===== src/inc/bwrc_map.vh =====
// Pin timing constants for the bit-wide RAM controller
`ifndef BWRC_MAP_VH
`define BWRC_MAP_VH

// Clock period in picoseconds (250 MHz)
`define BWRC_CLK_PS 4000
// Memory geometry
`define BWRC_ADDR_W 8
`define BWRC_WORDS 256
// Device timing in nanoseconds, as printed
`define BWRC_ADDR_TO_OUTPUT_DELAY_NS 40
`define BWRC_SELECT_TO_OUTPUT_DELAY_NS 25
`define BWRC_DESELECT_TO_OFF_DELAY_NS 25
`define BWRC_STROBE_TO_INVERSE_DELAY_NS 40
`define BWRC_STROBE_LOW_WIDTH_NS 25
`define BWRC_DATA_SETUP_NS 25
// Pin levels after reset; selects and strobe also rest at these while idle
`define BWRC_SEL_OFF 3'h7
`define BWRC_STROBE_OFF 1'b1
`define BWRC_ADDR_RST 8'h00
// Least waits round up to whole cycles
`define BWRC_CYC(ns) (((ns) * 1000 + `BWRC_CLK_PS - 1) / `BWRC_CLK_PS)
`define BWRC_READ_CYC `BWRC_CYC(`BWRC_ADDR_TO_OUTPUT_DELAY_NS)
`define BWRC_WRITE_CYC `BWRC_CYC(`BWRC_STROBE_LOW_WIDTH_NS)
`define BWRC_OFF_CYC `BWRC_CYC(`BWRC_DESELECT_TO_OFF_DELAY_NS)
`define BWRC_VERIFY_CYC `BWRC_CYC(`BWRC_STROBE_TO_INVERSE_DELAY_NS)

`endif


===== src/hw/bwrc_ctrl.v =====
// Host controller that reads and writes a 256 x 1 asynchronous static RAM
//
// How it works
// [RULE_01] Eight address bits pick one of 256
// [RULE_02] All three selects low to select device
// [RULE_03] Sample read data after address access time
// [RULE_04] Select also settles before read sampling
// [RULE_05] Write shows inverse of data bit
// [RULE_06] Inverse checked after strobe-to-inverse delay
// [RULE_07] Deselect then wait for output off
// [RULE_08] Strobe low at least 25 ns
// [RULE_09] Address stable across whole strobe
// [RULE_10] Data stable 25 ns before strobe rise
// [RULE_11] Selects held low around strobe
// [RULE_12] Contents untouched by reads and idle
`timescale 1ns/10ps
`include "bwrc_map.vh"

module bwrc_ctrl (
	input wire core_clk,
	input wire rstn,
	input wire req_valid,
	output wire req_ready,
	input wire req_write,
	input wire [`BWRC_ADDR_W-1:0] req_addr,
	input wire req_data,
	output reg rsp_valid,
	output reg rsp_data,
	output reg rsp_error,
	output reg [`BWRC_ADDR_W-1:0] mem_addr,
	output reg mem_din,
	output reg [2:0] mem_sel_n,
	output reg mem_wr_n,
	input wire mem_dout
);

	// ********************
	// States and counts
	// ********************
	localparam ST_IDLE = 3'd0;
	localparam ST_SETUP = 3'd1;
	localparam ST_READ = 3'd2;
	localparam ST_WRITE = 3'd3;
	localparam ST_HOLD = 3'd4;
	localparam ST_OFF = 3'd5;
	localparam [31:0] READ_CYC_W = `BWRC_READ_CYC;
	localparam [31:0] WRITE_CYC_W = `BWRC_WRITE_CYC;
	localparam [31:0] OFF_CYC_W = `BWRC_OFF_CYC;
	localparam [31:0] VERIFY_CYC_W = `BWRC_VERIFY_CYC;
	// Counts fit eight bits at this clock
	localparam [7:0] READ_CYC = READ_CYC_W[7:0];
	localparam [7:0] WRITE_CYC = WRITE_CYC_W[7:0];
	localparam [7:0] OFF_CYC = OFF_CYC_W[7:0];
	localparam [7:0] VERIFY_CYC = VERIFY_CYC_W[7:0];
	// Strobe held long enough for both store and echo
	localparam [7:0] LOW_CYC = (WRITE_CYC > VERIFY_CYC) ? WRITE_CYC : VERIFY_CYC;

	// ********************
	// Registers
	// ********************
	reg [2:0] state_q;
	reg [2:0] state_d;
	reg [7:0] cnt_q;
	reg [7:0] cnt_d;
	reg sel_on_q;
	reg sel_on_d;
	reg [`BWRC_ADDR_W-1:0] addr_d;
	reg din_d;
	reg wr_n_d;
	reg rsp_valid_d;
	reg rsp_data_d;
	reg rsp_error_d;
	wire [2:0] sel_n_d;
	genvar gi;

	// ********************
	// Waits
	// ********************
	// Shared end-of-wait decode for every timed state
	function cnt_done;
		input [7:0] cnt;
		input [7:0] limit;
		begin
			cnt_done = (cnt >= limit - 8'h01);
		end
	endfunction

	// ********************
	// Handshake
	// ********************
	assign req_ready = (state_q == ST_IDLE);

	// ********************
	// Select fan-out
	// ********************
	// Selects move as one, so no partial select is ever seen
	generate
		for (gi = 0; gi < 3; gi = gi + 1) begin : g_sel
			assign sel_n_d[gi] = ~sel_on_d;
		end
	endgenerate

	// ********************
	// Sequencer
	// ********************
	always @* begin
		state_d = state_q;
		cnt_d = cnt_q;
		sel_on_d = sel_on_q;
		addr_d = mem_addr;
		din_d = mem_din;
		wr_n_d = mem_wr_n;
		rsp_valid_d = 1'b0;
		rsp_data_d = rsp_data;
		rsp_error_d = rsp_error;
		case (state_q)
		ST_IDLE: begin
			if (req_valid) begin
				// [RULE_01] full binary address
				addr_d = req_addr;
				din_d = req_data;
				// [RULE_02] all selects low together
				sel_on_d = 1'b1;
				cnt_d = 8'h00;
				if (req_write) begin
					state_d = ST_SETUP;
				end else begin
					state_d = ST_READ;
				end
			end
		end
		ST_SETUP: begin
			// [RULE_09] address settled before strobe falls
			// [RULE_11] selects already low
			wr_n_d = 1'b0;
			cnt_d = 8'h00;
			state_d = ST_WRITE;
		end
		ST_READ: begin
			// [RULE_12] strobe stays high on reads
			wr_n_d = `BWRC_STROBE_OFF;
			// [RULE_03] wait address access time
			// [RULE_04] covers shorter select access too
			if (cnt_done(cnt_q, READ_CYC)) begin
				rsp_data_d = mem_dout;
				rsp_error_d = 1'b0;
				rsp_valid_d = 1'b1;
				// [RULE_07] release selects, output turns off
				sel_on_d = 1'b0;
				cnt_d = 8'h00;
				state_d = ST_OFF;
			end else begin
				cnt_d = cnt_q + 8'h01;
			end
		end
		ST_WRITE: begin
			// [RULE_08] strobe low for full width
			// [RULE_10] data held since strobe fell
			if (cnt_done(cnt_q, LOW_CYC)) begin
				// [RULE_05] echo must be inverse of data
				// [RULE_06] sampled after strobe-to-inverse delay
				rsp_data_d = mem_dout;
				rsp_error_d = (mem_dout == mem_din);
				wr_n_d = 1'b1;
				cnt_d = 8'h00;
				state_d = ST_HOLD;
			end else begin
				cnt_d = cnt_q + 8'h01;
			end
		end
		ST_HOLD: begin
			// [RULE_11] selects released after strobe rose
			sel_on_d = 1'b0;
			rsp_valid_d = 1'b1;
			cnt_d = 8'h00;
			state_d = ST_OFF;
		end
		ST_OFF: begin
			// [RULE_07] output off before next cycle
			if (cnt_done(cnt_q, OFF_CYC)) begin
				state_d = ST_IDLE;
			end else begin
				cnt_d = cnt_q + 8'h01;
			end
		end
		default: begin
			state_d = ST_IDLE;
			sel_on_d = 1'b0;
			wr_n_d = `BWRC_STROBE_OFF;
		end
		endcase
	end

	// ********************
	// Pin launch
	// ********************
	// Every pin leaves a flop, so the device never sees a glitch
	always @(posedge core_clk or negedge rstn) begin
		if (!rstn) begin
			state_q <= ST_IDLE;
			cnt_q <= 8'h00;
			sel_on_q <= 1'b0;
			rsp_valid <= 1'b0;
			rsp_data <= 1'b0;
			rsp_error <= 1'b0;
			mem_addr <= `BWRC_ADDR_RST;
			mem_din <= 1'b0;
			mem_sel_n <= `BWRC_SEL_OFF;
			mem_wr_n <= `BWRC_STROBE_OFF;
		end else begin
			state_q <= state_d;
			cnt_q <= cnt_d;
			sel_on_q <= sel_on_d;
			rsp_valid <= rsp_valid_d;
			rsp_data <= rsp_data_d;
			rsp_error <= rsp_error_d;
			mem_addr <= addr_d;
			mem_din <= din_d;
			mem_sel_n <= sel_n_d;
			mem_wr_n <= wr_n_d;
		end
	end

endmodule


===== config.mk =====
export PLATFORM = sky130hd
export DESIGN_NAME = bwrc_ctrl
export DESIGN_NICKNAME = d
export VERILOG_FILES = /design/src/hw/bwrc_ctrl.v
export VERILOG_INCLUDE_DIRS = /design/src /design/src/inc
export SDC_FILE = /design/constraint.sdc
export NUM_CORES = 1
export LEC_CHECK = 0
export BUFFER_PORTS_ARGS = -buffer_cell sky130_fd_sc_hd__buf_2
export CAP_MARGIN = 20
export CORE_UTILIZATION = 47
export DETAILED_ROUTE_END_ITERATION = 8
export GPL_ROUTABILITY_DRIVEN = 0
export PLACE_DENSITY = 0.8
export SYNTH_ARGS = -nofsm -noshare
export SYNTH_HDL_FRONTEND = slang
export SYNTH_SLANG_ARGS = --single-unit

===== constraint.sdc =====
create_clock -name core_clk -period 1.9 [get_ports core_clk]
set_clock_uncertainty 0.15 [all_clocks]
set_input_delay 0.19 -clock core_clk [delete_from_list [all_inputs] [get_ports core_clk]]
set_output_delay 0.19 -clock core_clk [all_outputs]
set_load 0.05 [all_outputs]

### After elaboration in Yosys (flattened, before gate mapping)

Cells that the tools add are included.
Widths: inputs -> output; s select.

| word-level totals | value |
|---|---|
| output and inout port bits | 17 |
| logic and storage cells | 59 |
| input bits | 14 |
| memory bits (read-only) | 0 |
| flip-flop bits (word level) | 26 |
| memories kept | 0 |
| bits in latches | 0 |
| memory bits (writable) | 0 |

| operators by class | value |
|---|---|
| multiply operators | 0 |
| $add $sub $neg | 1 |
| multiplexer cells | 20 |
| bitwise operators | 2 |
| eq/ne operators | 11 |
| order comparisons | 2 |
| reductions and logical operators | 13 |
| divide/modulo/power cells | 0 |
| shift operators | 0 |

Operators with widths:

| operator | number |
|---|---|
| $pmux 8 s4 | 1 |
| $mux 8 | 3 |
| $pmux 3 s6 | 1 |
| $mux 3 | 4 |
| $ne 2x2->1 const B | 5 |
| $add 8x1->8 const B | 1 |
| $ge 8x3->1 const B | 1 |
| $ge 8x4->1 const B | 1 |
| $eq 3x2->1 const B | 2 |
| $eq 3x3->1 const B | 2 |
| $mux 1 | 6 |
| $pmux 1 s3 | 2 |
| $reduce_and 2->1 | 3 |
| $reduce_and 3->1 | 2 |
| $reduce_or 3->1 | 2 |
| $pmux 1 s2 | 2 |
| $reduce_and 4->1 | 1 |
| $reduce_bool 4->1 | 1 |
| $reduce_or 2->1 | 2 |
| $eq 3x1->1 const B | 1 |
| $logic_not 3->1 | 1 |
| $mux 2 | 1 |
| $not 1->1 | 2 |
| $reduce_bool 2->1 | 1 |
| $eq 1x1->1 | 1 |

### Longest topological paths before layout

| depth | value |
|---|---|
| word-level depth | 4 |
| mapped depth | 6 |

### Worst setup path after synthesis

Ideal clock, no wire load.

| path | value |
|---|---|
| kind | flip-flop to flip-flop |
| start point | register state_q[0] |
| end point | register mem_addr[0] |
| arrival time | 2.160 ns |
| path slack | -0.535 ns |
| cell stages (with the launch flop) | 7 |
| library setup time | 0.125 ns |
| required time | 1.625 ns |
| period minus slack after synthesis | 2.435 ns |
| cell sequence | dfrtp_1 > buf_2 > or2_1 > nor2_1 > and2_1 > buf_4 > mux2_2 |

| on the way | value |
|---|---|
| word-level cells in the longest chain between the ends | 2 |

Ends and longest elaborated chain:

| item | RTL line | source |
|---|---|---|
| start, declared | bwrc_ctrl.v:61 | `reg [2:0] state_q;` |
| start signal, assigned | bwrc_ctrl.v:211 | `state_q <= state_d;` |
| $logic_not 3->1 | n/a |  |
| via req_ready | bwrc_ctrl.v:23 | `output wire req_ready,` |
| $reduce_and 2->1 (no source line) | n/a |  |
| end signal, assigned | bwrc_ctrl.v:206 | `` mem_addr <= `BWRC_ADDR_RST; `` |
| end signal, assigned | bwrc_ctrl.v:217 | `mem_addr <= addr_d;` |
| end, declared | bwrc_ctrl.v:30 | `` output reg [`BWRC_ADDR_W-1:0] mem_addr, `` |

The timed path passes the listed nets, and every way through them passes these cells.
A chain may end at the register's enable or synchronous reset.

### Worst setup path after layout

| path | value |
|---|---|
| start point | register cnt_q[0] |
| end point | register cnt_q[7] |

| on the way | value |
|---|---|
| word-level cells in the longest chain between the ends | 3 |
| elaborated cells on any way between the ends | 8 |

Ends and longest elaborated chain:

| item | RTL line | source |
|---|---|---|
| start, declared | bwrc_ctrl.v:63 | `reg [7:0] cnt_q;` |
| start signal, assigned | bwrc_ctrl.v:212 | `cnt_q <= cnt_d;` |
| $add 8x1->8, or another cell as far along | bwrc_ctrl.v:153, bwrc_ctrl.v:168, bwrc_ctrl.v:183 |  |
| $mux 8, or another cell as far along | bwrc_ctrl.v:180 | `if (cnt_done(cnt_q, OFF_CYC)) begin` |
| $pmux 8 s4 / $reduce_and 3->1 (equally long branches) | n/a |  |

Several ways; a longest one is shown, not always the timed one. The select of a mux whose other input is x is not followed.

==> flow_results.org <==
** Synthesis
- Syn. warnings :: 0
- Among all flip-flop cells after synthesis, the most frequent one is sky130_fd_sc_hd__dfrtp_1.
- Yosys attributes the largest share of cell area to sky130_fd_sc_hd__dfrtp_1, sky130_fd_sc_hd__mux2_2, sky130_fd_sc_hd__dfstp_2, sky130_fd_sc_hd__ha_1, sky130_fd_sc_hd__nor4_4.
- By count the netlist is led by sky130_fd_sc_hd__dfrtp_1, sky130_fd_sc_hd__mux2_2, sky130_fd_sc_hd__nor2_1.
- In this run, synthesis produced a sequential element count of 26.
- Post-Syn Instances :: 120
- Async set-reset flop share out of synthesis :: 1.00
- Number of enable-type register cells in the synthesized netlist :: 0
- Synth Net Count :: 138
- Distinct cell type count after synthesis :: 39
- Among all cell types in the netlist, the one instantiated most often is sky130_fd_sc_hd__dfrtp_1.
- Area of the mapped netlist :: 1330 sq um
- The share of synthesized area in the top cell type comes to 0.453.
- Cell taking the most area after synthesis :: sky130_fd_sc_hd__dfrtp_1
- Share of the yosys chip area belonging to registers :: 0.492
- A synthesized cell averages 11.1 sq um.

** Power and ir drop
- Power Density :: 1570 nW/um^2
- IR analysis of the VDD net gives a maximum drop of 1340 uV.
- Post-layout total power :: 2.75 mW
- Leakage :: 0.809 nW

** Global routing
- Global-route met3 utilization :: 0.0410
- The first global-routing pass estimated 4.89 mm of wire.
- GRT overflow :: 0
- met2 is the most crowded layer.
- In the global route stage, overall resource usage came out at 0.228.
- Maximum number of pins on one net before global-route repair :: 27
- Initial antenna violation count :: 0
- Met2 global-route usage :: 0.386
- Vias in the first global route :: 1130
- Met1 layer usage reported by global route :: 0.293

** Timing
- Timing would allow up to 528 MHz.
- Share of the clock period used by the worst path :: 0.997
- The final count of hold timing violations is 0.
- Setup repair after global routing could not meet its margin everywhere.
- Setup violations remaining at the end of the flow were counted as 0.
- The number of slew-limit violations in the final report was 0.
- Subtracting the final worst setup slack from the clock period gives 1890 ps.
- Max-slew headroom :: 0.619
- Transition time of the tightest slew-check pin :: 571 ps
- Summed negative setup slack over all endpoints :: 0 ps

** Placed design
- Number of buffer cells added on primary ports :: 30
- Detailed placer's ending HPWL :: 2.11 mm

** Setup path
- The signal on the critical path passes through inv_1 > ha_1 > nor3b_2 > o21a_2 > a221oi_1 > buf_4 > nor2_1.
- The startpoint identified for the worst register-to-register timing path is cnt_q[0]$_DFFE_PN0P_.
- Along the worst path, the maximum fanout reaches 6.
- Worst Path Arrival :: 1960 ps
- Worst Setup Start Kind :: flip-flop
- Stage delay of the slowest cell on the critical path :: 400 ps
- The setup path with the least slack is of type flip-flop to flip-flop.
- The slowest stage of the critical path belongs to the cell sky130_fd_sc_hd__dfrtp_1.
- Crit. Startpoint :: cnt_q[0]$_DFFE_PN0P_
- Req. time, crit path :: 1970 ps
- Endpoint kind of the worst setup timing path :: flip-flop

** CTS
- Number of buffers inserted during clock tree synthesis :: 3
- TritonCTS built the clock tree.
- The longest clock path from root to sink contains 2 buffers.
- CTS saw 26 sinks.
- Reg clk slew, reported paths :: 140 ps
- For the worst-skew pair, the clock arrives at the later sink with an insertion delay of 320 ps.
- Number of levels in the clock H-tree :: 1
- The root buffer cell chosen for the clock tree is sky130_fd_sc_hd__clkbuf_4.

** Die
- In this run the count of I/O pins placed on the die edge is 31.
- Effective utilization at floorplan :: 0.517
- After floorplanning, the core was sized to cover 2570 sq um.
- Vert. Die Dim :: 55.1 um
- Full die area :: 3040 sq um
- Horiz. Die Dim :: 55.1 um
- Std-Cell Rows :: 18

** Worst hold path
- The startpoint identified for the worst hold timing path is req_write.
- Hold Path Class :: input pin to flip-flop

** Drt
- The first detailed-routing pass took 5 iterations.
- Total via count in the routed design :: 1138
- The count of nets left with antenna violations once routing finished came out at 0.
- The final layout contains routed wiring with a total length of 3.05 mm.
- The detailed router finished its first iteration with 29 violations.
- For this run, design rule violations remaining after detail routing come to 0.
- Vias per std cell :: 5.63
- Wire length per cell :: 15.1 um

** Run status
- The flow ran to the end, and the final reports show no timing, DRC or antenna violations.

** Layout
- In the final design database the tool counted 191 nets.
- Util after Layout :: 0.681
- Growth of design area from synthesis to finish :: 31.8%
- 0 antenna diodes ended up in the layout.
- Fraction of layout cells with a size suffix above 1 :: 0.424

** Run
- Across the run, the number of max-cap violations was 0.
## layout make-up
| type | count | area [sq um] |
|---|---|---|
| multi-input combinational | 83 | 641 |
| tap | 30 | 37.5 |
| fill | 189 | 820 |
| inverter | 5 | 18.8 |
| timing repair buffer | 54 | 360 |
| sequential | 26 | 654 |
| clock buffer | 4 | 36.3 |
## cell usage in the layout (no fill, tap or decap), drive strengths merged, types with 2 or more instances in the layout
cell	count
buf	42
dfrtp	24
dlygate4sd3	11
mux2	10
nor2	8
o21ai	8
nand2	6
inv	5
clkbuf	5
a31oi	4
ha	4
o21a	4
a21oi	4
nand3	3
nor3	3
nand4	3
nor4	2
a21o	2
o22ai	2
a221oi	2
nor2b	2
o31ai	2
dfstp	2
or4	2
## path summary, 6_finish.rpt
path	slack [ps]	cells after the start	end
setup / recovery	6	7	cnt_q[7]$_DFFE_PN0P_
hold / removal	90	4	state_q[1]$_DFFE_PN0P_
setup reg to reg	6	7	cnt_q[7]$_DFFE_PN0P_
hold reg to reg	340	1	mem_sel_n[0]$_DFF_PN1_
max in group asynchronous	980	2	state_q[1]$_DFFE_PN0P_
min in group asynchronous	220	2	cnt_q[0]$_DFFE_PN0P_
## cell families after synthesis
group,after synthesis,synth area share
simple gates,34,0.158
compound gates,33,0.172
fa+ha+maj,4,0.0377
buf+inv,11,0.0415
mux,10,0.0849
flops,26,0.492
xor+xnor,2,0.0132
## registers in the layout (all words and copies together), names as in the netlist
register	flops
rsp_error	1
cnt_q	8
sel_on_q	1
mem_sel_n	1
mem_din	1
state_q	3
rsp_valid	1
mem_addr	8
rsp_data	1
mem_wr_n	1
## routing by layer
metal	wire, um	vias to the layer above
met5	0	-
met4	16	0
met3	154	2
met2	1550	41
met1	1330	546
li1	-	549
## repair_timing
action / 4_1_cts / 5_1_grt
endpoints found under the hold margin: 34 / 0
hold buffers: 11 / 0
buffers inserted: 1 / 2
resized for setup: 1 / 6
endpoints found under the setup margin: 4 / 13
## stage by stage
step           hold WS [ps]  cell area (sq um)  std cells  setup WS (ps)
4_1_cts                83.8               1720        200           20.4
2_1_floorplan          -256               1350        120          -68.3
6_report               90.3               1750        202           5.79
3_3_place_gp           55.9               1570        184           23.6
3_5_place_dp           79.9               1570        184           18.9
5_1_grt                93.8               1750        202          -34.2
## critical path, delay by kind of cell (launching register included)
family	cells	cell delay [ps]
adders and majority gates	1	190
buffers and inverters	2	280
and+or+nand+nor	2	210
DFF	1	400
AOI/OAI and AO/OA	2	540
## where the power goes
part / total (mW) / internal [mW] / leakage, nW / switching (mW)
Sequential: 0.934 / 0.765 / 0.324 / 0.169
Clock: 0.280 / 0.117 / 0.0210 / 0.163
Combinational: 1.53 / 0.527 / 0.464 / 1.01
Total: 2.75 / 1.41 / 0.809 / 1.34
Power figures use the tool's default switching activity.
